File: src/fsc_pkg.sv
/*
   constants, field layout, reset values and state encodings of the serial
   flash fill/status/power register block.
   assumes: nothing beyond a SystemVerilog compiler.
*/
package fsc_pkg;

   // ==========================================================
   // register byte addresses on the apb bus
   localparam logic [31:0] ADDR_SUPPLY = 32'h4000b0a0;
   localparam logic [31:0] ADDR_BYPASS = 32'h4000b0a4;
   localparam logic [31:0] ADDR_FILL   = 32'h40012024;
   localparam logic [31:0] ADDR_STATE  = 32'h40012028;

   // ==========================================================
   // reset values and writable-bit masks
   localparam logic [7:0]  SUPPLY_RST  = 8'h01;
   localparam logic [7:0]  BYPASS_RST  = 8'h00;
   localparam logic [15:0] FILL_RST    = 16'h0000;
   localparam logic [7:0]  BIT0_MASK   = 8'h01;
   localparam logic [15:0] FILL_MASK   = 16'hff0f;

   // ==========================================================
   // field positions
   localparam int FILL_LOW_POS   = 0;
   localparam int FILL_HIGH_POS  = 1;
   localparam int FILL_TOG_POS   = 2;
   localparam int FILL_DUMMY_POS = 3;
   localparam int FILL_BYTE_LSB  = 8;
   localparam int ST_BUS_LSB     = 0;
   localparam int ST_FIFO_LSB    = 4;
   localparam int ST_SER_LSB     = 8;
   localparam int ST_CS_POS      = 12;

   // ==========================================================
   // data path sizes and counts
   localparam int          DATA_W    = 8;
   localparam int          FIFO_DEPTH = 16;
   localparam logic [2:0]  LAST_BIT  = 3'h7;

   // ==========================================================
   // state encodings shown in the state register
   typedef enum logic [2:0] {
      SER_IDLE  = 3'b000,
      SER_SHIFT = 3'b001,
      SER_PUSH  = 3'b010
   } fsc_ser_e;

   typedef enum logic [2:0] {
      FC_EMPTY = 3'b000,
      FC_PART  = 3'b001,
      FC_FULL  = 3'b010
   } fsc_fifo_e;

   typedef enum logic [1:0] {
      BM_IDLE  = 2'b00,
      BM_OFFER = 2'b01
   } fsc_bus_e;

endpackage : fsc_pkg

File: src/fsc_flash_ctrl.sv
/*
   serial flash receive engine with mosi fill control, state reporting,
   flash supply switch and controller bypass, behind an apb slave.
   assumes: flashSck and flashChipSelectN come from outside and are slow
   against ref_clk (several ref_clk cycles per half period); received
   bytes leave through a valid/ready stream buffered by a 16-byte fifo.

*/
// Our own choice: the APB register port.
`timescale 1ns/1ns
module fsc_flash_ctrl (
   input  wire logic        ref_clk,
   input  wire logic        sys_rst,
   input  wire logic [31:0] paddr,
   input  wire logic        psel,
   input  wire logic        penable,
   input  wire logic        pwrite,
   input  wire logic [31:0] pwdata,
   output logic      [31:0] prdata,
   output logic             pready,
   output logic             pslverr,
   input  wire logic        flashSck,
   input  wire logic        flashChipSelectN,
   input  wire logic        flashMiso,
   output logic             flashMosi,
   output logic             flashIoSupplyEn,
   output logic             controllerBypass,
   output logic      [7:0]  rxData,
   output logic             rxValid,
   input  wire logic        rxReady
);

   // ==========================================================
   // helpers

   // true for any of the four mapped word addresses
   function automatic logic isMapped(input logic [31:0] a);
      return (a == fsc_pkg::ADDR_SUPPLY) || (a == fsc_pkg::ADDR_BYPASS) ||
             (a == fsc_pkg::ADDR_FILL) || (a == fsc_pkg::ADDR_STATE);
   endfunction : isMapped

   // mosi level for bit idx of a byte, fixed priority order
   function automatic logic fillBit(input logic [15:0] cfg, input logic [2:0] idx);
      logic [7:0] dummy;
      dummy = cfg[fsc_pkg::FILL_BYTE_LSB +: 8];
      if (cfg[fsc_pkg::FILL_DUMMY_POS]) begin
         return dummy[fsc_pkg::LAST_BIT - idx];
      end else if (cfg[fsc_pkg::FILL_TOG_POS]) begin
         return ~idx[0];
      end else if (cfg[fsc_pkg::FILL_HIGH_POS]) begin
         return 1'b1;
      end else begin
         return 1'b0;
      end
   endfunction : fillBit

   // ==========================================================
   // declarations
   logic [7:0]         supply_q;
   logic [7:0]         supply_d;
   logic [7:0]         bypass_q;
   logic [7:0]         bypass_d;
   logic [15:0]        fill_q;
   logic [15:0]        fill_d;
   logic [31:0]        prdata_q;
   logic [31:0]        prdata_d;
   logic [15:0]        stateWord;
   logic [2:0]         linkSync;
   logic               sckS;
   logic               csnS;
   logic               misoS;
   logic               sckPrev_q;
   logic               sckRise;
   logic               sckFall;
   logic               active;
   fsc_pkg::fsc_ser_e  serState_q;
   fsc_pkg::fsc_ser_e  serState_d;
   logic [2:0]         bitCnt_q;
   logic [2:0]         bitCnt_d;
   logic [7:0]         shift_q;
   logic [7:0]         shift_d;
   logic [7:0]         byte_q;
   logic [7:0]         byte_d;
   logic               mosi_q;
   logic               mosi_d;
   logic               pushValid;
   logic               pushReady;
   fsc_pkg::fsc_fifo_e fifoState_q;
   fsc_pkg::fsc_fifo_e fifoState_d;
   fsc_pkg::fsc_bus_e  busState_q;
   fsc_pkg::fsc_bus_e  busState_d;
   logic               apbWrite;
   logic               apbSetupRd;

   // ==========================================================
   // link inputs: synchronise, then find clock edges
   fsc_sync #(
      .W (3)
   ) u_sync (
      .ref_clk (ref_clk),
      .sys_rst (sys_rst),
      .asyncIn ({flashSck, flashChipSelectN, flashMiso}),
      .syncOut (linkSync)
   );

   assign sckS    = linkSync[2];
   assign csnS    = linkSync[1];
   assign misoS   = linkSync[0];
   assign sckRise = sckS && !sckPrev_q;
   assign sckFall = !sckS && sckPrev_q;
   assign active  = !csnS && !bypass_q[0];

   // ==========================================================
   // apb slave: zero wait states, error on unmapped or read-only write
   assign apbWrite   = psel && penable && pwrite;
   assign apbSetupRd = psel && !penable && !pwrite;
   assign pready     = 1'b1;
   assign pslverr    = psel && penable && (!isMapped(paddr) || (pwrite && paddr == fsc_pkg::ADDR_STATE));
   assign prdata     = prdata_q;

   // state register image
   always_comb begin
      stateWord = '0;
      stateWord[fsc_pkg::ST_CS_POS] = csnS;
      stateWord[fsc_pkg::ST_SER_LSB +: 3] = serState_q;
      stateWord[fsc_pkg::ST_FIFO_LSB +: 3] = fifoState_q;
      stateWord[fsc_pkg::ST_BUS_LSB +: 2] = busState_q;
   end

   // register writes in the access phase, read data capture in the setup phase
   always_comb begin
      supply_d = supply_q;
      bypass_d = bypass_q;
      fill_d   = fill_q;
      prdata_d = prdata_q;
      if (apbWrite && paddr == fsc_pkg::ADDR_SUPPLY) begin
         supply_d = pwdata[7:0] & fsc_pkg::BIT0_MASK;
      end
      if (apbWrite && paddr == fsc_pkg::ADDR_BYPASS) begin
         bypass_d = pwdata[7:0] & fsc_pkg::BIT0_MASK;
      end
      if (apbWrite && paddr == fsc_pkg::ADDR_FILL) begin
         fill_d = pwdata[15:0] & fsc_pkg::FILL_MASK;
      end
      if (apbSetupRd) begin
         case (paddr)
            fsc_pkg::ADDR_SUPPLY: prdata_d = {24'h000000, supply_q};
            fsc_pkg::ADDR_BYPASS: prdata_d = {24'h000000, bypass_q};
            fsc_pkg::ADDR_FILL:   prdata_d = {16'h0000, fill_q};
            fsc_pkg::ADDR_STATE:  prdata_d = {16'h0000, stateWord};
            default:              prdata_d = 32'h00000000;
         endcase
      end
   end

   always_ff @(posedge ref_clk) begin
      if (sys_rst) begin
         supply_q <= fsc_pkg::SUPPLY_RST;
         bypass_q <= fsc_pkg::BYPASS_RST;
         fill_q   <= fsc_pkg::FILL_RST;
         prdata_q <= '0;
      end else begin
         supply_q <= supply_d;
         bypass_q <= bypass_d;
         fill_q   <= fill_d;
         prdata_q <= prdata_d;
      end
   end

   assign flashIoSupplyEn  = supply_q[0];
   assign controllerBypass = bypass_q[0];

   // ==========================================================
   // serial engine: sample miso on rise, launch fill bit on fall
   always_comb begin
      serState_d = serState_q;
      bitCnt_d   = bitCnt_q;
      shift_d    = shift_q;
      byte_d     = byte_q;
      mosi_d     = 1'b0;
      pushValid  = 1'b0;
      if (active) begin
         mosi_d = mosi_q;
         if (sckFall) begin
            mosi_d = fillBit(fill_q, bitCnt_q);
         end
      end
      case (serState_q)
         fsc_pkg::SER_IDLE: begin
            if (active) begin
               serState_d = fsc_pkg::SER_SHIFT;
               bitCnt_d   = '0;
               mosi_d     = fillBit(fill_q, 3'h0);
            end
         end
         fsc_pkg::SER_SHIFT: begin
            if (!active) begin
               serState_d = fsc_pkg::SER_IDLE;
            end else if (sckRise) begin
               shift_d  = {shift_q[6:0], misoS};
               bitCnt_d = bitCnt_q + 3'h1;
               if (bitCnt_q == fsc_pkg::LAST_BIT) begin
                  byte_d     = {shift_q[6:0], misoS};
                  serState_d = fsc_pkg::SER_PUSH;
               end
            end
         end
         fsc_pkg::SER_PUSH: begin
            pushValid = !bypass_q[0];
            if (bypass_q[0]) begin
               serState_d = fsc_pkg::SER_IDLE;
            end else if (pushReady) begin
               serState_d = active ? fsc_pkg::SER_SHIFT : fsc_pkg::SER_IDLE;
            end
         end
         default: begin
            serState_d = fsc_pkg::SER_IDLE;
         end
      endcase
   end

   always_ff @(posedge ref_clk) begin
      if (sys_rst) begin
         serState_q <= fsc_pkg::SER_IDLE;
         bitCnt_q   <= '0;
         shift_q    <= '0;
         byte_q     <= '0;
         mosi_q     <= 1'b0;
         sckPrev_q  <= 1'b0;
      end else begin
         serState_q <= serState_d;
         bitCnt_q   <= bitCnt_d;
         shift_q    <= shift_d;
         byte_q     <= byte_d;
         mosi_q     <= mosi_d;
         sckPrev_q  <= sckS;
      end
   end

   assign flashMosi = mosi_q;

   // ==========================================================
   // receive buffer towards the system side
   fsc_fifo #(
      .W     (fsc_pkg::DATA_W),
      .DEPTH (fsc_pkg::FIFO_DEPTH)
   ) u_fifo (
      .ref_clk  (ref_clk),
      .sys_rst  (sys_rst),
      .inData   (byte_q),
      .inValid  (pushValid),
      .inReady  (pushReady),
      .outData  (rxData),
      .outValid (rxValid),
      .outReady (rxReady)
   );

   // fifo control and bus master state tracking
   always_comb begin
      if (!pushReady) begin
         fifoState_d = fsc_pkg::FC_FULL;
      end else if (rxValid) begin
         fifoState_d = fsc_pkg::FC_PART;
      end else begin
         fifoState_d = fsc_pkg::FC_EMPTY;
      end
      case (busState_q)
         fsc_pkg::BM_IDLE:  busState_d = rxValid ? fsc_pkg::BM_OFFER : fsc_pkg::BM_IDLE;
         fsc_pkg::BM_OFFER: busState_d = (rxReady && !rxValid) ? fsc_pkg::BM_IDLE : fsc_pkg::BM_OFFER;
         default:           busState_d = fsc_pkg::BM_IDLE;
      endcase
      if (!rxValid) begin
         busState_d = fsc_pkg::BM_IDLE;
      end
   end

   always_ff @(posedge ref_clk) begin
      if (sys_rst) begin
         fifoState_q <= fsc_pkg::FC_EMPTY;
         busState_q  <= fsc_pkg::BM_IDLE;
      end else begin
         fifoState_q <= fifoState_d;
         busState_q  <= busState_d;
      end
   end
endmodule : fsc_flash_ctrl

File: src/fsc_sync.sv
/*
   two flip-flop synchroniser for a group of level inputs.
   assumes: inputs are asynchronous to ref_clk; only stage two is read.
*/
`timescale 1ns/1ns
module fsc_sync #(
   parameter int W = 1
) (
   input  wire logic         ref_clk,
   input  wire logic         sys_rst,
   input  wire logic [W-1:0] asyncIn,
   output logic      [W-1:0] syncOut
);

   logic [W-1:0] meta_q;
   logic [W-1:0] sync_q;

   // ==========================================================
   // two stages, the first read only by the second
   always_ff @(posedge ref_clk) begin
      if (sys_rst) begin
         meta_q <= '0;
         sync_q <= '0;
      end else begin
         meta_q <= asyncIn;
         sync_q <= meta_q;
      end
   end

   assign syncOut = sync_q;

endmodule : fsc_sync

File: src/fsc_fifo.sv
/*
   byte fifo with valid/ready on both sides.
   assumes: single clock ref_clk, synchronous active-high reset; DEPTH a power of two.
*/
`timescale 1ns/1ns
module fsc_fifo #(
   parameter int W     = fsc_pkg::DATA_W,
   parameter int DEPTH = fsc_pkg::FIFO_DEPTH
) (
   input  wire logic         ref_clk,
   input  wire logic         sys_rst,
   input  wire logic [W-1:0] inData,
   input  wire logic         inValid,
   output logic              inReady,
   output logic      [W-1:0] outData,
   output logic              outValid,
   input  wire logic         outReady
);

   localparam int AW = $clog2(DEPTH);

   logic [W-1:0] mem_q [DEPTH];
   logic [AW:0]  wrPtr_q;
   logic [AW:0]  wrPtr_d;
   logic [AW:0]  rdPtr_q;
   logic [AW:0]  rdPtr_d;
   logic         push;
   logic         pop;

   // ==========================================================
   // flags: full when pointers differ only in the wrap bit
   assign inReady  = !((wrPtr_q[AW] != rdPtr_q[AW]) && (wrPtr_q[AW-1:0] == rdPtr_q[AW-1:0]));
   assign outValid = (wrPtr_q != rdPtr_q);
   assign outData  = mem_q[rdPtr_q[AW-1:0]];
   assign push     = inValid && inReady;
   assign pop      = outValid && outReady;

   // next pointer values
   always_comb begin
      wrPtr_d = wrPtr_q + {{AW{1'b0}}, push};
      rdPtr_d = rdPtr_q + {{AW{1'b0}}, pop};
   end

   // pointer registers
   always_ff @(posedge ref_clk) begin
      if (sys_rst) begin
         wrPtr_q <= '0;
         rdPtr_q <= '0;
      end else begin
         wrPtr_q <= wrPtr_d;
         rdPtr_q <= rdPtr_d;
      end
   end

   // storage, written on push
   always_ff @(posedge ref_clk) begin
      if (push) begin
         mem_q[wrPtr_q[AW-1:0]] <= inData;
      end
   end

endmodule : fsc_fifo

File: config.mk
export PLATFORM = sky130hd
export DESIGN_NAME = fsc_flash_ctrl
export DESIGN_NICKNAME = d
export VERILOG_FILES = /design/src/fsc_pkg.sv /design/src/fsc_flash_ctrl.sv /design/src/fsc_sync.sv /design/src/fsc_fifo.sv
export SDC_FILE = /design/constraint.sdc
export NUM_CORES = 1
export LEC_CHECK = 0
export BUFFER_PORTS_ARGS = -buffer_cell sky130_fd_sc_hd__buf_2
export CORE_ASPECT_RATIO = 1.75
export CORE_MARGIN = 8
export CORE_UTILIZATION = 35
export CTS_CLUSTER_DIAMETER = 200
export DETAILED_ROUTE_END_ITERATION = 6
export PLACE_DENSITY = 0.53
export SLEW_MARGIN = 15
export SYNTH_ARGS = -nofsm -noshare
export SYNTH_HDL_FRONTEND = slang
export SYNTH_SLANG_ARGS = --single-unit
File: constraint.sdc
create_clock -name ref_clk -period 3.2 [get_ports ref_clk]
set_clock_uncertainty 0.15 [all_clocks]
set_input_delay 0.16 -clock ref_clk [delete_from_list [all_inputs] [get_ports ref_clk]]
set_output_delay 0.16 -clock ref_clk [all_outputs]
set_load 0.02 [all_outputs]
Word-level counts from Yosys, hierarchy flattened

Memories as Yosys holds them, arrays and structs flattened. A register that Yosys moved wholly into a read port is not among the register bits.
Cells that the tools add are included.

Memories kept: 1
Output and inout bits: 46
Input bits: 73
Bits in registers: 90
Logic and storage cells: 112
Bits in writable memories: 128

Memory list:

| name         | words | width | rd ports | clocked after memory_dff | write ports | RTL line       | text |
|---|---|---|---|---|---|---|---|
| u_fifo.mem_q | 16    | 8     | 1        | 1                        | 1           | fsc_fifo.sv:22 | `logic [W-1:0] mem_q [DEPTH];` |

Add/subtract/negate cells: 4
Bitwise operators: 2
Magnitude comparators: 1
Mux-type cells: 32
Eq/ne operators: 17
Reductions and logical operators: 38

Operators by type and width:

| kind                                               | count |
|---|---|
| == test 32 x 31 -> 1 bit, second input constant    | 4 |
| one-hot mux 16 bit (4 select lines)                | 1 |
| two-way mux 3 bit                                  | 9 |
| logical AND 1 bit                                  | 16 |
| two-way mux 1 bit                                  | 16 |
| AND reduction 4 bit                                | 3 |
| adder 5 x 1 -> 5 bit                               | 2 |
| logical NOT 1 bit                                  | 9 |
| inequality test 3 bit, second input constant       | 3 |
| one-hot mux 3 bit (3 select lines)                 | 1 |
| inequality test 2 bit, second input constant       | 3 |
| one-hot mux 3 bit (2 select lines)                 | 1 |
| inequality test 5 bit                              | 1 |
| == test 4 bit                                      | 1 |
| logical OR 1 bit                                   | 4 |
| < comparator 3 x 4 -> 1 bit, second input constant | 1 |
| two-way mux 4 bit                                  | 1 |
| OR reduction 2 bit                                 | 2 |
| adder 3 x 1 -> 3 bit, second input constant        | 1 |
| binary-select mux 1 bit (select 3 bit)             | 1 |
| == test 3 x 1 -> 1 bit, second input constant      | 1 |
| == test 3 x 2 -> 1 bit, second input constant      | 1 |
| == test 3 bit, second input constant               | 1 |
| logical NOT 3 bit                                  | 1 |
| other kinds (9)                                    | 10 |

Depth between registers and ports, before layout

Gate-level depths: netlist of the first run.

Depth in word-level cells: 8
Depth in mapped cells: 12
Gate-level depth less buffers: 9

Modules after synthesis

Synthesis of the first run repeated with hierarchy kept, for this count alone.

Cell total of the unflattened synthesis: 587
Area total of the unflattened synthesis: 8294.2 µm²

By module, submodules not included:

| module         | instances | sequential area each (µm²) | cells an instance | area each (µm²) |
|---|---|---|---|---|
| fsc_fifo       | 1         | 4043.9                     | 292               | 5554.1 |
| fsc_flash_ctrl | 1         | 1061.0                     | 283               | 2582.5 |
| fsc_sync       | 1         | 120.1                      | 12                | 157.7 |

Worst setup path before layout of the first run

OpenSTA, ideal clock, no wires.

Kind: register -> register
From: register u_fifo.wrPtr_q[1]
To: memory u_fifo.mem_q[0][0] (netlist bit) (enable)
Path slack: 0.405 ns
Library setup time: 0.398 ns
Path buffers: 2
Required time: 2.652 ns
Arrival: 2.247 ns
Cell stages (with the launch flop): 7
Period minus slack after synthesis: 2.795 ns
Cell sequence: dfxtp_1 -> buf_2 -> xor2_1 -> nor4_2 -> a2111o_1 -> buf_2 -> nor4b_1

Word-level cells in the longest chain between the ends: 6

RTL lines:

| what                                    | RTL line       | text |
|---|---|---|
| from (decl)                             | fsc_fifo.sv:23 | `logic [AW:0] wrPtr_q;` |
| from (signal assigned)                  | fsc_fifo.sv:50 | `wrPtr_q <= wrPtr_d;` |
| == test 4 bit                           | fsc_fifo.sv:32 | `assign inReady = !((wrPtr_q[AW] != rdPtr_q[AW]) && (wrPtr_q[AW-1:0] == rdPtr_q[AW-1:0]));` |
| logical AND 1 bit                       | fsc_fifo.sv:32 |  |
| logical NOT 1 bit                       | fsc_fifo.sv:32 |  |
| logical AND 1 bit                       | fsc_fifo.sv:35 | `assign push = inValid && inReady;` |
| two-way mux 1 bit                       | fsc_fifo.sv:57 | `if (push) begin` |
| two-way mux 1 bit (implied by the code) | fsc_fifo.sv:58 | `mem_q[wrPtr_q[AW-1:0]] <= inData;` |
| to (decl)                               | fsc_fifo.sv:22 |  |

Parallel ways exist; a longest one is shown, timed or not.

Worst setup path in the final report of the first run

From: register u_fifo.wrPtr_q[3]
To: register u_fifo.wrPtr_q[4]

Word-level cells in the longest chain between the ends: 5

RTL lines:

| what                     | RTL line       | text |
|---|---|---|
| == test 4 bit            | fsc_fifo.sv:32 |  |
| logical AND 1 bit        | fsc_fifo.sv:32 |  |
| logical NOT 1 bit        | fsc_fifo.sv:32 |  |
| logical AND 1 bit        | fsc_fifo.sv:35 |  |
| adder 5 x 1 -> 5 bit (*) | fsc_fifo.sv:40 | `wrPtr_d = wrPtr_q + {{AW{1'b0}}, push};` |

Mark *: on every way between the ends. The rest lies on a longest branch, timed or not.
A chain may end at the register's enable or synchronous reset.

==> impl_summary.txt, run 1 <==
----------------------------------------------------
[CTS]
  Master cell of the clock root buffer ... sky130_fd_sc_hd__clkbuf_16
  Maximum root-to-sink buffer count ... 2
  Number of post-CTS setup repair buffers ... 0
  Latest clock arrival within the worst-skew pair ... between 400 and 500 ps
  H-tree Lvls ... 4
  CTS tree ... done
  Clock-pin slew on the worst setup and hold paths ... 70 ps
  Clock net sink count ... 197
  TritonCTS Buffers ... 17

[Yosys]
  Cell type with the largest total area after synthesis ... sky130_fd_sc_hd__edfxtp_1
  Top cells by area in the synthesized netlist ... sky130_fd_sc_hd__edfxtp_1 (47%), sky130_fd_sc_hd__dfxtp_1 (17%), sky130_fd_sc_hd__mux4_2 (12%)
  Proportion of netlist area held by the largest area contributor ... 0.472
  Syn. warnings ... 0
  Synth unique cells ... 57
  Synthesized area per cell ... about 15 um^2
  Mapped Area ... roughly 0.0081 mm^2
  #FFs+latches synth ... between 150 and 200
  Number of instances in the synthesized netlist ... 543
  Post-synth EDFFs ... 128
  Sequential cell area fraction in the yosys report ... 0.641
  Top flip-flop cell by instance count after synthesis ... sky130_fd_sc_hd__edfxtp_1
  Share of flip-flops with an asynchronous set or reset after synthesis ... 0

[Critical path]
  CP startpoint kind ... register
  Critical Path Sink Type ... register
  Arr. time, crit path ... 2850 ps
  Critical Path Fanout Max ... 17
  Category of the most critical setup path ... register to register
  Crit path required time ... about 3300 ps

[Pwr]
  Overall power of the completed layout ... 0.00491 W
  Reg power frac ... 0.547
  Net switching power figure ... 0.000977 W
  Total internal power ... 0.00393 W
  Switching power share of the total ... 0.199
  Areal power density over the cells ... slightly above 500 mW/mm^2
  Combinational group share of total power ... 0.026
  Static leakage ... between 3 and 4 nW
  Proportion of power drawn by the clock network ... 0.428
  Maximum vdd drop ... 0.243 mV

[Drt]
  Post-route ant nets ... 0
  Via Count ... 4,729
  Violation count after the first detailed-routing iteration ... 253
  First-pass detailed-route iteration total ... 7
  Routed wire per std cell ... 18.3 um
  Detailed-route vias per instance ... 4.88
  DRC Markers ... 0
  Final wirelength ... 17,700 um

[Timing]
  Worst relative slew slack ... 0.256
  RSZ-0062 raised after global routing ... no
  FMAX ... 0.367 GHz
  Fraction of the cycle the final worst path needs ... 0.852
  Setup violators final ... 0
  Max Transition Viols Final ... 0
  Slew of the pin with the lowest slew margin ... 1120 ps
  Worst-case hold slack ... 46.4 ps
  Total negative setup slack ... 0 ps
  Hold violation total from the final report ... 0
  Min cycle time layout ... 2730 ps

[Global routing]
  Gr ovfl total ... 0
  Initial antenna violation count ... 0
  Overall Global Routing Usage ... 0.127
  Number of global-route vias before repair ... 5,144
  Global-route wire length before repair ... around 28,000 um
  Largest net degree at the start of global routing ... 70

[Cells and area]
  Count of nets after finishing ... 733
  Count of non-filler cells in the finished layout ... 970
  Final std cell area, no fill ... 0.00966 mm^2
  Fraction of layout cells with a size suffix above 1 ... 0.278
  Antenna fix cells ... 0
  P&R area growth vs syn ... 18.6%

[Floorplan]
  Die Wd ... 131 um
  Starting density of the core ... 0.352
  Vertical die dimension ... 218 um
  Core region area ... around 0.023 mm^2
  Floorplan die area ... 0.0286 mm^2
  Ports ... 119
  Standard-cell row count ... 74

[Placed design]
  Count of port buffers added during placement ... 79
  Weighted congestion reported at the end of routability-driven placement ... 0.780
  Number of placed cells counting well taps ... 920
  Half-perimeter wire length of the detailed placement result ... 12,800 um
  Area after DPL ... 0.00889 mm^2

[Run]
  Max-cap violation count ... 0

[Outcome]
  Status ... complete, no violations

[Hold path]
  Type of the tightest min-delay check ... input port to register

----------------------------------------------------
[critical path, cell delays in order, from the launching register on]
cell and delay (ps):
sky130_fd_sc_hd__dfxtp_1 540, sky130_fd_sc_hd__xor2_1 140, sky130_fd_sc_hd__nor4_2 360, sky130_fd_sc_hd__a2111o_1 520
sky130_fd_sc_hd__inv_1 90, sky130_fd_sc_hd__ha_1 230, sky130_fd_sc_hd__ha_1 220, sky130_fd_sc_hd__nand3_1 110
sky130_fd_sc_hd__xor2_1 150, sky130_fd_sc_hd__nor2_1 50
[power by group through the flow]
stage	clock (W)	sequential (W)	combinational, W
after global placement	0	0.00274	0.000108
after detailed placement	0	0.00274	0.000110
after floorplan	0	0.00274	0.0000816
after global routing	0.00224	0.00268	0.000140
final	0.00210	0.00268	0.000127
after CTS	0.00215	0.00268	0.000127
[cell type report]
type / count / area (um^2)
Fill cell: 2135 / 13500
Tap cell: 304 / 380
Clock buffer: 22 / 507
Clock inverter: 9 / 73.8
Timing Repair Buffer: 121 / 771
Sequential cell: 197 / 5230
Multi-Input combinational cell: 304 / 2660
Inverter: 13 / 48.8
[cell usage after synthesis (3+ instances only)]
cell type	instances
sky130_fd_sc_hd__a21oi_1	5
sky130_fd_sc_hd__a22oi_1	5
sky130_fd_sc_hd__buf_2	9
sky130_fd_sc_hd__buf_4	20
sky130_fd_sc_hd__clkbuf_1	13
sky130_fd_sc_hd__dfxtp_1	69
sky130_fd_sc_hd__edfxtp_1	128
sky130_fd_sc_hd__ha_1	6
sky130_fd_sc_hd__inv_1	13
sky130_fd_sc_hd__mux2i_1	29
sky130_fd_sc_hd__mux4_2	42
sky130_fd_sc_hd__nand2_1	23
sky130_fd_sc_hd__nand2b_1	30
sky130_fd_sc_hd__nand3_1	5
sky130_fd_sc_hd__nand4_1	3
sky130_fd_sc_hd__nor2_1	31
sky130_fd_sc_hd__nor2b_1	15
sky130_fd_sc_hd__nor3_1	16
sky130_fd_sc_hd__nor4_1	7
sky130_fd_sc_hd__nor4b_1	4
sky130_fd_sc_hd__o21ai_0	13
sky130_fd_sc_hd__xnor2_1	3
sky130_fd_sc_hd__xor2_1	9
[registers in the layout, indices dropped and copies added (netlist names)]
| register | cells |
|---|---|
| byte_q | 8 |
| flashMosi | 1 |
| bitCnt_q | 3 |
| prdata | 14 |
| sckPrev_q | 1 |
| fill_q | 12 |
| u_fifo.wrPtr_q | 5 |
| fifoState_q | 2 |
| u_fifo.mem_q | 128 |
| u_sync.syncOut | 3 |
| supply_q | 1 |
| u_sync.meta_q | 3 |
| serState_q | 2 |
| shift_q | 7 |
| u_fifo.rdPtr_q | 5 |
| busState_q | 1 |
| bypass_q | 1 |
[layout by cell type (no fill, tap or decap), types with 15 or more instances in the layout]
cell type / count
sky130_fd_sc_hd__nand2b_1: 30
sky130_fd_sc_hd__dlygate4sd3_1: 19
sky130_fd_sc_hd__mux2i_1: 29
sky130_fd_sc_hd__edfxtp_1: 128
sky130_fd_sc_hd__buf_4: 22
sky130_fd_sc_hd__dfxtp_1: 68
sky130_fd_sc_hd__clkbuf_16: 19
sky130_fd_sc_hd__conb_1: 19
sky130_fd_sc_hd__nor2b_1: 15
sky130_fd_sc_hd__mux4_2: 42
sky130_fd_sc_hd__nor3_1: 16
sky130_fd_sc_hd__nand2_1: 23
sky130_fd_sc_hd__inv_1: 15
sky130_fd_sc_hd__buf_2: 79
sky130_fd_sc_hd__nor2_1: 31
[through the flow]
step	setup WS, ps	utilization
after floorplan	405	-
after global placement	515	0.384
after detailed placement	499	0.384
after CTS	455	0.418
after global routing	281	0.418
final	473	0.418
[metal layers]
metal / up-vias / GRT usage / share of wire
met1: 2351 / 0.130 / 0.38
li1: 2237 / - / -
met2: 119 / 0.242 / 0.57
met4: 0 / 0.0469 / 0.016
met3: 22 / 0.0302 / 0.039
met5: - / 0 / 0
[final timing paths]
| path | startpoint | to | slack [ps] | cells after the start |
|---|---|---|---|---|
| worst max-delay path | u_fifo.wrPtr_q[3] | u_fifo.wrPtr_q[4] | 470 | 9 |
| worst min-delay path | rxReady | u_fifo.rdPtr_q[0] | 50 | 4 |
| worst max register to register | u_fifo.wrPtr_q[3] | u_fifo.wrPtr_q[4] | 470 | 9 |
| worst min register to register | u_sync.meta_q[0] | u_sync.syncOut[0] | 290 | 1 |
[cells by family (layout without fill, tap and decap cells)]
kind of cell             Yosys count  after routing  synth area share
multiplexers                      71             71             0.152
buffers and inverters             59            165            0.0409
AO/OA/AOI/OAI                     40             40            0.0329
XOR/XNOR                          12             12            0.0129
adder cells (fa/ha/maj)            6              6           0.00922
other                              2             19          0.000922
AND/OR/NAND/NOR                  156            156             0.110
flip-flops                       197            197             0.641
[what timing repair did]
action | CTS | global route
hold endpoints to repair | 20 | 0
resized for setup | 0 | 0
hold buffers | 19 | 0
Power figures use the tool's default switching activity.
==> run 2: changes to the inputs <==
--- a/config.mk
+++ b/config.mk
@@ -5,7 +5,9 @@
 export SDC_FILE = /design/constraint.sdc
 export NUM_CORES = 1
 export LEC_CHECK = 0
+export ABC_AREA = 1
 export BUFFER_PORTS_ARGS = -buffer_cell sky130_fd_sc_hd__buf_2
+export CAP_MARGIN = 10
 export CORE_ASPECT_RATIO = 1.75
 export CORE_MARGIN = 8
 export CORE_UTILIZATION = 35
==> impl_summary.txt, run 2 <==
----------------------------------------------------
[Outcome]
  Status ... complete, no violations

[Yosys]
  Top cells by count, synth ... sky130_fd_sc_hd__nor2_1 (142), sky130_fd_sc_hd__edfxtp_1 (128), sky130_fd_sc_hd__nand2_1 (92), sky130_fd_sc_hd__o21ai_0 (91), sky130_fd_sc_hd__dfxtp_1 (69)
  Top cells by area in the synthesized netlist ... sky130_fd_sc_hd__edfxtp_1 (46%), sky130_fd_sc_hd__dfxtp_1 (17%), sky130_fd_sc_hd__nor2_1 (6.4%)
  Cell type with the largest total area after synthesis ... sky130_fd_sc_hd__edfxtp_1
  Number of instances in the synthesized netlist ... around 830
  Top flip-flop cell by instance count after synthesis ... sky130_fd_sc_hd__edfxtp_1
  Sequential cell area fraction in the yosys report ... 0.628
  Synthesized area per cell ... 10.0 um^2
  Mapped Area ... 0.00832 mm^2
  #FFs+latches synth ... 197
  Top-count cell post-synth ... sky130_fd_sc_hd__nor2_1
  Synth unique cells ... 37
  Post-synth EDFFs ... between 100 and 150
  Proportion of netlist area held by the largest area contributor ... 0.462
  Syn. warnings ... 0
  Share of flip-flops with an asynchronous set or reset after synthesis ... 0

[Timing]
  Min cycle time layout ... 2690 ps
  RSZ-0062 raised after global routing ... no
  Worst relative slew slack ... 0.477
  Slew of the pin with the lowest slew margin ... 783 ps
  Max Transition Viols Final ... 0
  Total negative setup slack ... 0 ps
  Setup violators final ... 0
  Fraction of the cycle the final worst path needs ... 0.841
  Hold violation total from the final report ... 0
  Worst-case hold slack ... 49.4 ps
  FMAX ... 0.372 GHz

[Critical path]
  Critical Path Sink Type ... output pin
  Worst R2R End ... u_fifo.mem_q[1][3]
  Crit path required time ... 2890 ps
  CP startpoint kind ... register
  Critical Path Fanout Max ... 44
  Category of the most critical setup path ... register to output pin
  Register-to-Register Path Depth ... 8
  Arr. time, crit path ... 2380 ps
  FF-to-FF Start ... u_fifo.wrPtr_q[2]
  Internal reg-to-reg setup slack ... ~940 ps

[CTS]
  Master cell of the clock root buffer ... sky130_fd_sc_hd__clkbuf_16
  CTS tree ... done
  Maximum root-to-sink buffer count ... 2
  H-tree Lvls ... 4
  Clock-pin slew on the worst setup and hold paths ... 70 ps
  Post-CTS Hold Buffers ... 16
  TritonCTS Buffers ... 17
  Count of instances resized after the clock tree is built ... 0
  Number of post-CTS setup repair buffers ... 0
  Clock net sink count ... 197
  Latest clock arrival within the worst-skew pair ... about 420 ps

[Drt]
  Detailed-route vias per instance ... 4.75
  Final wirelength ... 19,900 um
  Routed wire per std cell ... around 16 um
  Violation count after the first detailed-routing iteration ... 263
  DRC Markers ... 0
  Via Count ... 5,891
  First-pass detailed-route iteration total ... 4
  Post-route ant nets ... 0

[Cells and area]
  Fraction of layout cells with a size suffix above 1 ... 0.176
  Antenna fix cells ... 0
  Flip-flop count of the largest register after layout ... 128
  Most frequent cells in the layout ... sky130_fd_sc_hd__nor2_1 (142), sky130_fd_sc_hd__edfxtp_1 (128), sky130_fd_sc_hd__nand2_1 (92)
  Final Util ... 0.418
  Most frequent standard cell in the layout excluding fill and tap cells ... sky130_fd_sc_hd__nor2_1
  P&R area growth vs syn ... 17.1%
  Count of nets after finishing ... 1,003

[Floorplan]
  Die Wd ... 133 um
  Starting density of the core ... 0.357
  Core region area ... 0.0233 mm^2
  Standard-cell row count ... 74
  Vertical die dimension ... 220 um
  Floorplan die area ... 0.0292 mm^2
  Ports ... 119

[Pwr]
  Overall power of the completed layout ... 0.00497 W
  Combinational group share of total power ... 0.032
  Net switching power figure ... between 0.001 and 0.0015 W
  Total internal power ... 0.00393 W
  Maximum vdd drop ... 0.346 mV
  Reg power frac ... 0.542
  Areal power density over the cells ... 510 mW/mm^2
  Static leakage ... between 3 and 4 nW
  Switching power share of the total ... 0.209
  Proportion of power drawn by the clock network ... 0.426

[Hold path]
  Startpoint of the lowest-slack hold path ... sys_rst
  Type of the tightest min-delay check ... input port to register
  Endpoint of the worst hold path ... bitCnt_q[1]
  Hold Path Stages ... 2

[Global routing]
  Global-route wire length before repair ... 30,800 um
  Initial antenna violation count ... 0
  Number of global-route vias before repair ... 5,952
  Gr ovfl total ... 0
  Overall Global Routing Usage ... 0.138
  Largest net degree at the start of global routing ... 65

[Placed design]
  Half-perimeter wire length of the detailed placement result ... 13,800 um
  Count of port buffers added during placement ... 79
  Weighted congestion reported at the end of routability-driven placement ... approximately 0.8

[Run]
  Max-cap violation count ... 0

----------------------------------------------------
[run 2: cells by family (layout without fill, tap and decap cells)]
logic type / count (synthesis) / in the layout / synth area share
xor gates and xnor gates: 7 / 7 / 0.00737
DFF: 197 / 197 / 0.628
AOI/OAI and AO/OA: 193 / 193 / 0.130
buffers and inverters: 131 / 219 / 0.0712
adders and majority gates: 6 / 6 / 0.00902
and+or+nand+nor: 296 / 296 / 0.154
other: 2 / 19 / 0.000902
[run 2: per-stage QoR]
stage	worst slack (ps)	cells	cell area, um^2
2_1_floorplan	1070	849	8390
3_3_place_gp	931	1193	8990
3_5_place_dp	894	1193	8990
4_1_cts	461	1241	9750
5_1_grt	329	1241	9750
6_report	510	1241	9750
[run 2: layer usage]
metal,vias up,part of all wire,global-route usage
met5,-,0,0
met3,15,0.043,0.0324
met4,0,0.015,0.0536
met2,136,0.57,0.275
met1,2746,0.37,0.132
li1,2994,-,-
[run 2: worst max-delay path by stage]
stage | start | to | slack [ps] | cells after the start
after floorplan | u_fifo.rdPtr_q[0] | u_fifo.rdPtr_q[4] | 1070 | 12
after global routing | u_fifo.rdPtr_q[0] | rxData[1] | 330 | 6
after detailed placement | u_fifo.wrPtr_q[2] | u_fifo.mem_q[1][0] | 890 | 8
final | u_fifo.rdPtr_q[0] | rxData[1] | 510 | 7
after global placement | u_fifo.rdPtr_q[0] | rxData[1] | 930 | 6
after CTS | u_fifo.rdPtr_q[0] | rxData[1] | 460 | 6
[run 2: worst max-delay path: stages (launching register included)]
cell	delay (ps)
sky130_fd_sc_hd__dfxtp_2	350
sky130_fd_sc_hd__inv_2	570
sky130_fd_sc_hd__buf_4	330
sky130_fd_sc_hd__o21ai_0	100
sky130_fd_sc_hd__o22ai_1	250
sky130_fd_sc_hd__nand2_1	90
sky130_fd_sc_hd__nand3_1	90
sky130_fd_sc_hd__buf_2	160
[run 2: power groups by stage]
stage          Clock [W]  Combinational [W]  Sequential, W
2_1_floorplan          0           0.000100        0.00276
3_3_place_gp           0           0.000143        0.00275
3_5_place_dp           0           0.000145        0.00275
4_1_cts          0.00217           0.000160        0.00270
5_1_grt          0.00225           0.000178        0.00270
6_report         0.00212           0.000158        0.00270
[run 2: layout make-up]
cell class,instances,area [um^2]
timing repair buffer,113,691
multi-input combinational,521,2570
clock buffer,19,443
fill,2379,13600
tap,304,380
clock inverter,13,150
inverter,74,282
sequential,197,5230
==> run 3: changes to the inputs <==
--- a/config.mk
+++ b/config.mk
@@ -5,7 +5,7 @@
 export SDC_FILE = /design/constraint.sdc
 export NUM_CORES = 1
 export LEC_CHECK = 0
-export ABC_AREA = 1
+export ABC_AREA = 0
 export BUFFER_PORTS_ARGS = -buffer_cell sky130_fd_sc_hd__buf_2
 export CAP_MARGIN = 10
 export CORE_ASPECT_RATIO = 1.75
==> constraint.sdc (replaced) <==
create_clock -name ref_clk -period 2.8 [get_ports ref_clk]
set_clock_uncertainty 0.15 [all_clocks]
set_input_delay 0.14 -clock ref_clk [delete_from_list [all_inputs] [get_ports ref_clk]]
set_output_delay 0.14 -clock ref_clk [all_outputs]
set_load 0.02 [all_outputs]
==> impl_summary.txt, run 3 (synthesis results as in run 1) <==
----------------------------------------------------
[Outcome]
  Status ... complete, no violations

[Timing]
  Setup slack after layout ... around 110 ps
  Max Transition Viols Final ... 0
  FMAX ... 0.371 GHz
  Fraction of the cycle the final worst path needs ... 0.962
  RSZ-0062 raised after global routing ... no
  Slew of the pin with the lowest slew margin ... 1020 ps
  Min cycle time layout ... 2690 ps
  Hold violation total from the final report ... 0
  Worst relative slew slack ... 0.319
  Total negative setup slack ... 0 ps
  Setup violators final ... 0

[Hold path]
  Startpoint of the lowest-slack hold path ... paddr[24]
  Endpoint of the worst hold path ... bypass_q[0]
  Type of the tightest min-delay check ... input port to register
  Hold Path Stages ... 5

[Floorplan]
  Standard-cell row count ... 74
  Vertical die dimension ... 218 um
  Starting density of the core ... 0.352
  Ports ... 119
  Core region area ... between 0.02 and 0.025 mm^2
  Die Wd ... 131 um
  Floorplan die area ... 0.0286 mm^2

[Placed design]
  Half-perimeter wire length of the detailed placement result ... around 13,000 um
  Weighted congestion reported at the end of routability-driven placement ... just under 0.8
  Count of port buffers added during placement ... 79
  Dpl ws ... 348 ps
  Number of placed cells counting well taps ... 925

[Critical path]
  Critical Path Sink Type ... output pin
  CP startpoint kind ... register
  Register-to-Register Path Depth ... 10
  Critical Path Fanout Max ... 33
  Cell mode on critical path ... sky130_fd_sc_hd__mux4_2
  Crit path cell chain ... buf_12 -> mux4_2 -> mux4_2 -> buf_2
  Internal reg-to-reg setup slack ... 320 ps
  FF-to-FF Start ... u_fifo.wrPtr_q[0]
  Cell family with most CP delay ... multiplexers
  Worst R2R End ... u_fifo.rdPtr_q[4]
  Slowest CP cell ... sky130_fd_sc_hd__mux4_2
  CP peak stage delay ... 600 ps
  Arr. time, crit path ... 2400 ps
  Category of the most critical setup path ... register to output pin
  Crit path required time ... 2510 ps
  Number of stages on the worst setup path ... 4
  Crit path buf inv count ... 2

[Global routing]
  Overall Global Routing Usage ... 0.128
  Number of global-route vias before repair ... just over 5k
  Initial antenna violation count ... 0
  Global-route wire length before repair ... approximately 28,000 um
  Gr ovfl total ... 0
  Largest net degree at the start of global routing ... 46

[Drt]
  Post-route ant nets ... 0
  Final wirelength ... 17,900 um
  Routed wire per std cell ... 18.3 um
  Detailed-route vias per instance ... just under 5
  Via Count ... 4,735
  DRC Markers ... 0
  First-pass detailed-route iteration total ... 4
  Violation count after the first detailed-routing iteration ... 213

[Cells and area]
  Most frequent cells in the layout ... sky130_fd_sc_hd__edfxtp_1 (128), sky130_fd_sc_hd__buf_2 (79), sky130_fd_sc_hd__dfxtp_1 (68)
  Total area of multi-input combinational cells ... approximately 0.0027 mm^2
  Antenna fix cells ... 0
  Fraction of layout cells with a size suffix above 1 ... 0.289
  Count of non-filler cells in the finished layout ... 976
  Fillers ... 2,160
  Count of nets after finishing ... 738
  Flip-flop count of the largest register after layout ... ~130
  Final Util ... 0.420
  Most frequent standard cell in the layout excluding fill and tap cells ... sky130_fd_sc_hd__edfxtp_1
  P&R area growth vs syn ... 19.5%
  Area occupied by registers ... 0.00523 mm^2

[CTS]
  CTS tree ... done
  Master cell of the clock root buffer ... sky130_fd_sc_hd__clkbuf_16
  TritonCTS Buffers ... 17
  Latest clock arrival within the worst-skew pair ... 420 ps
  H-tree Lvls ... 4
  Maximum root-to-sink buffer count ... 2
  Clock net sink count ... between 150 and 200
  Clock-pin slew on the worst setup and hold paths ... 70 ps

[Pwr]
  Maximum vdd drop ... approximately 0.35 mV
  Static leakage ... 3.37 nW
  Areal power density over the cells ... 582 mW/mm^2
  Overall power of the completed layout ... roughly 0.0057 W

[Run]
  Max-cap violation count ... 0

----------------------------------------------------
## run 3: changes by cell type in the layout (fill, tap and decap cells not counted), sizes merged, moves of 29 or more
cell / change
mux2i: +29
mux4: +42
a21oi: -31
inv: -57
o21ai: -98
nand2b: +30
nand2: -75
nor2: -121
## run 3: area by class of cell
type	count	area share
tap	304	0.0391
multi-input combinational	304	0.273
timing repair buffer	126	0.0831
sequential	197	0.537
clock buffer	22	0.0519
inverter	13	0.00501
clock inverter	10	0.0107
## run 3: worst reg2reg max path: cells and delay by family (launching register included)
family,cells,cell delay [ps]
adders and majority gates,2,440
buffers and inverters,1,200
DFF,1,530
xor gates and xnor gates,2,280
and+or+nand+nor,5,750
## run 3: how the worst max path moves through the flow
stage,slack [ps],from,endpoint
after detailed placement,350,u_fifo.wrPtr_q[0],u_fifo.rdPtr_q[4]
final,110,u_fifo.rdPtr_q[0],rxData[2]
after floorplan,5,u_fifo.wrPtr_q[1],u_fifo.mem_q[0][0]
after global placement,360,u_fifo.wrPtr_q[0],u_fifo.rdPtr_q[4]
after global routing,20,u_fifo.rdPtr_q[0],rxData[2]
after CTS,50,u_fifo.rdPtr_q[0],rxData[2]
## run 3: timing repair
item | 4_1_cts | 5_1_grt
hold buffers | 19 | 0
buffers inserted | 0 | 0
hold endpoints to repair | 20 | 0
resized for setup | 0 | 0
## run 3: layer usage
metal | vias to the layer above | global-route usage | wire length (um)
li1 | 2236 | - | -
met1 | 2373 | 0.128 | 6740
met2 | 104 | 0.254 | 10300
met3 | 22 | 0.0263 | 560
met4 | 0 | 0.0462 | 270
met5 | - | 0 | 0
## run 3: report_power, final
group	internal (W)	switching (W)	total [W]
clock network	0.00142	0.00102	0.00245
logic	0.0000662	0.0000801	0.000146
registers	0.00306	0.00000553	0.00307
## run 3: through the flow
stage	cell area, um^2	hold slack (ps)
floorplan	8210	118
global placement	8930	210
detailed placement	8930	208
CTS	9730	32.2
global route	9730	56.0
finish	9730	54.6
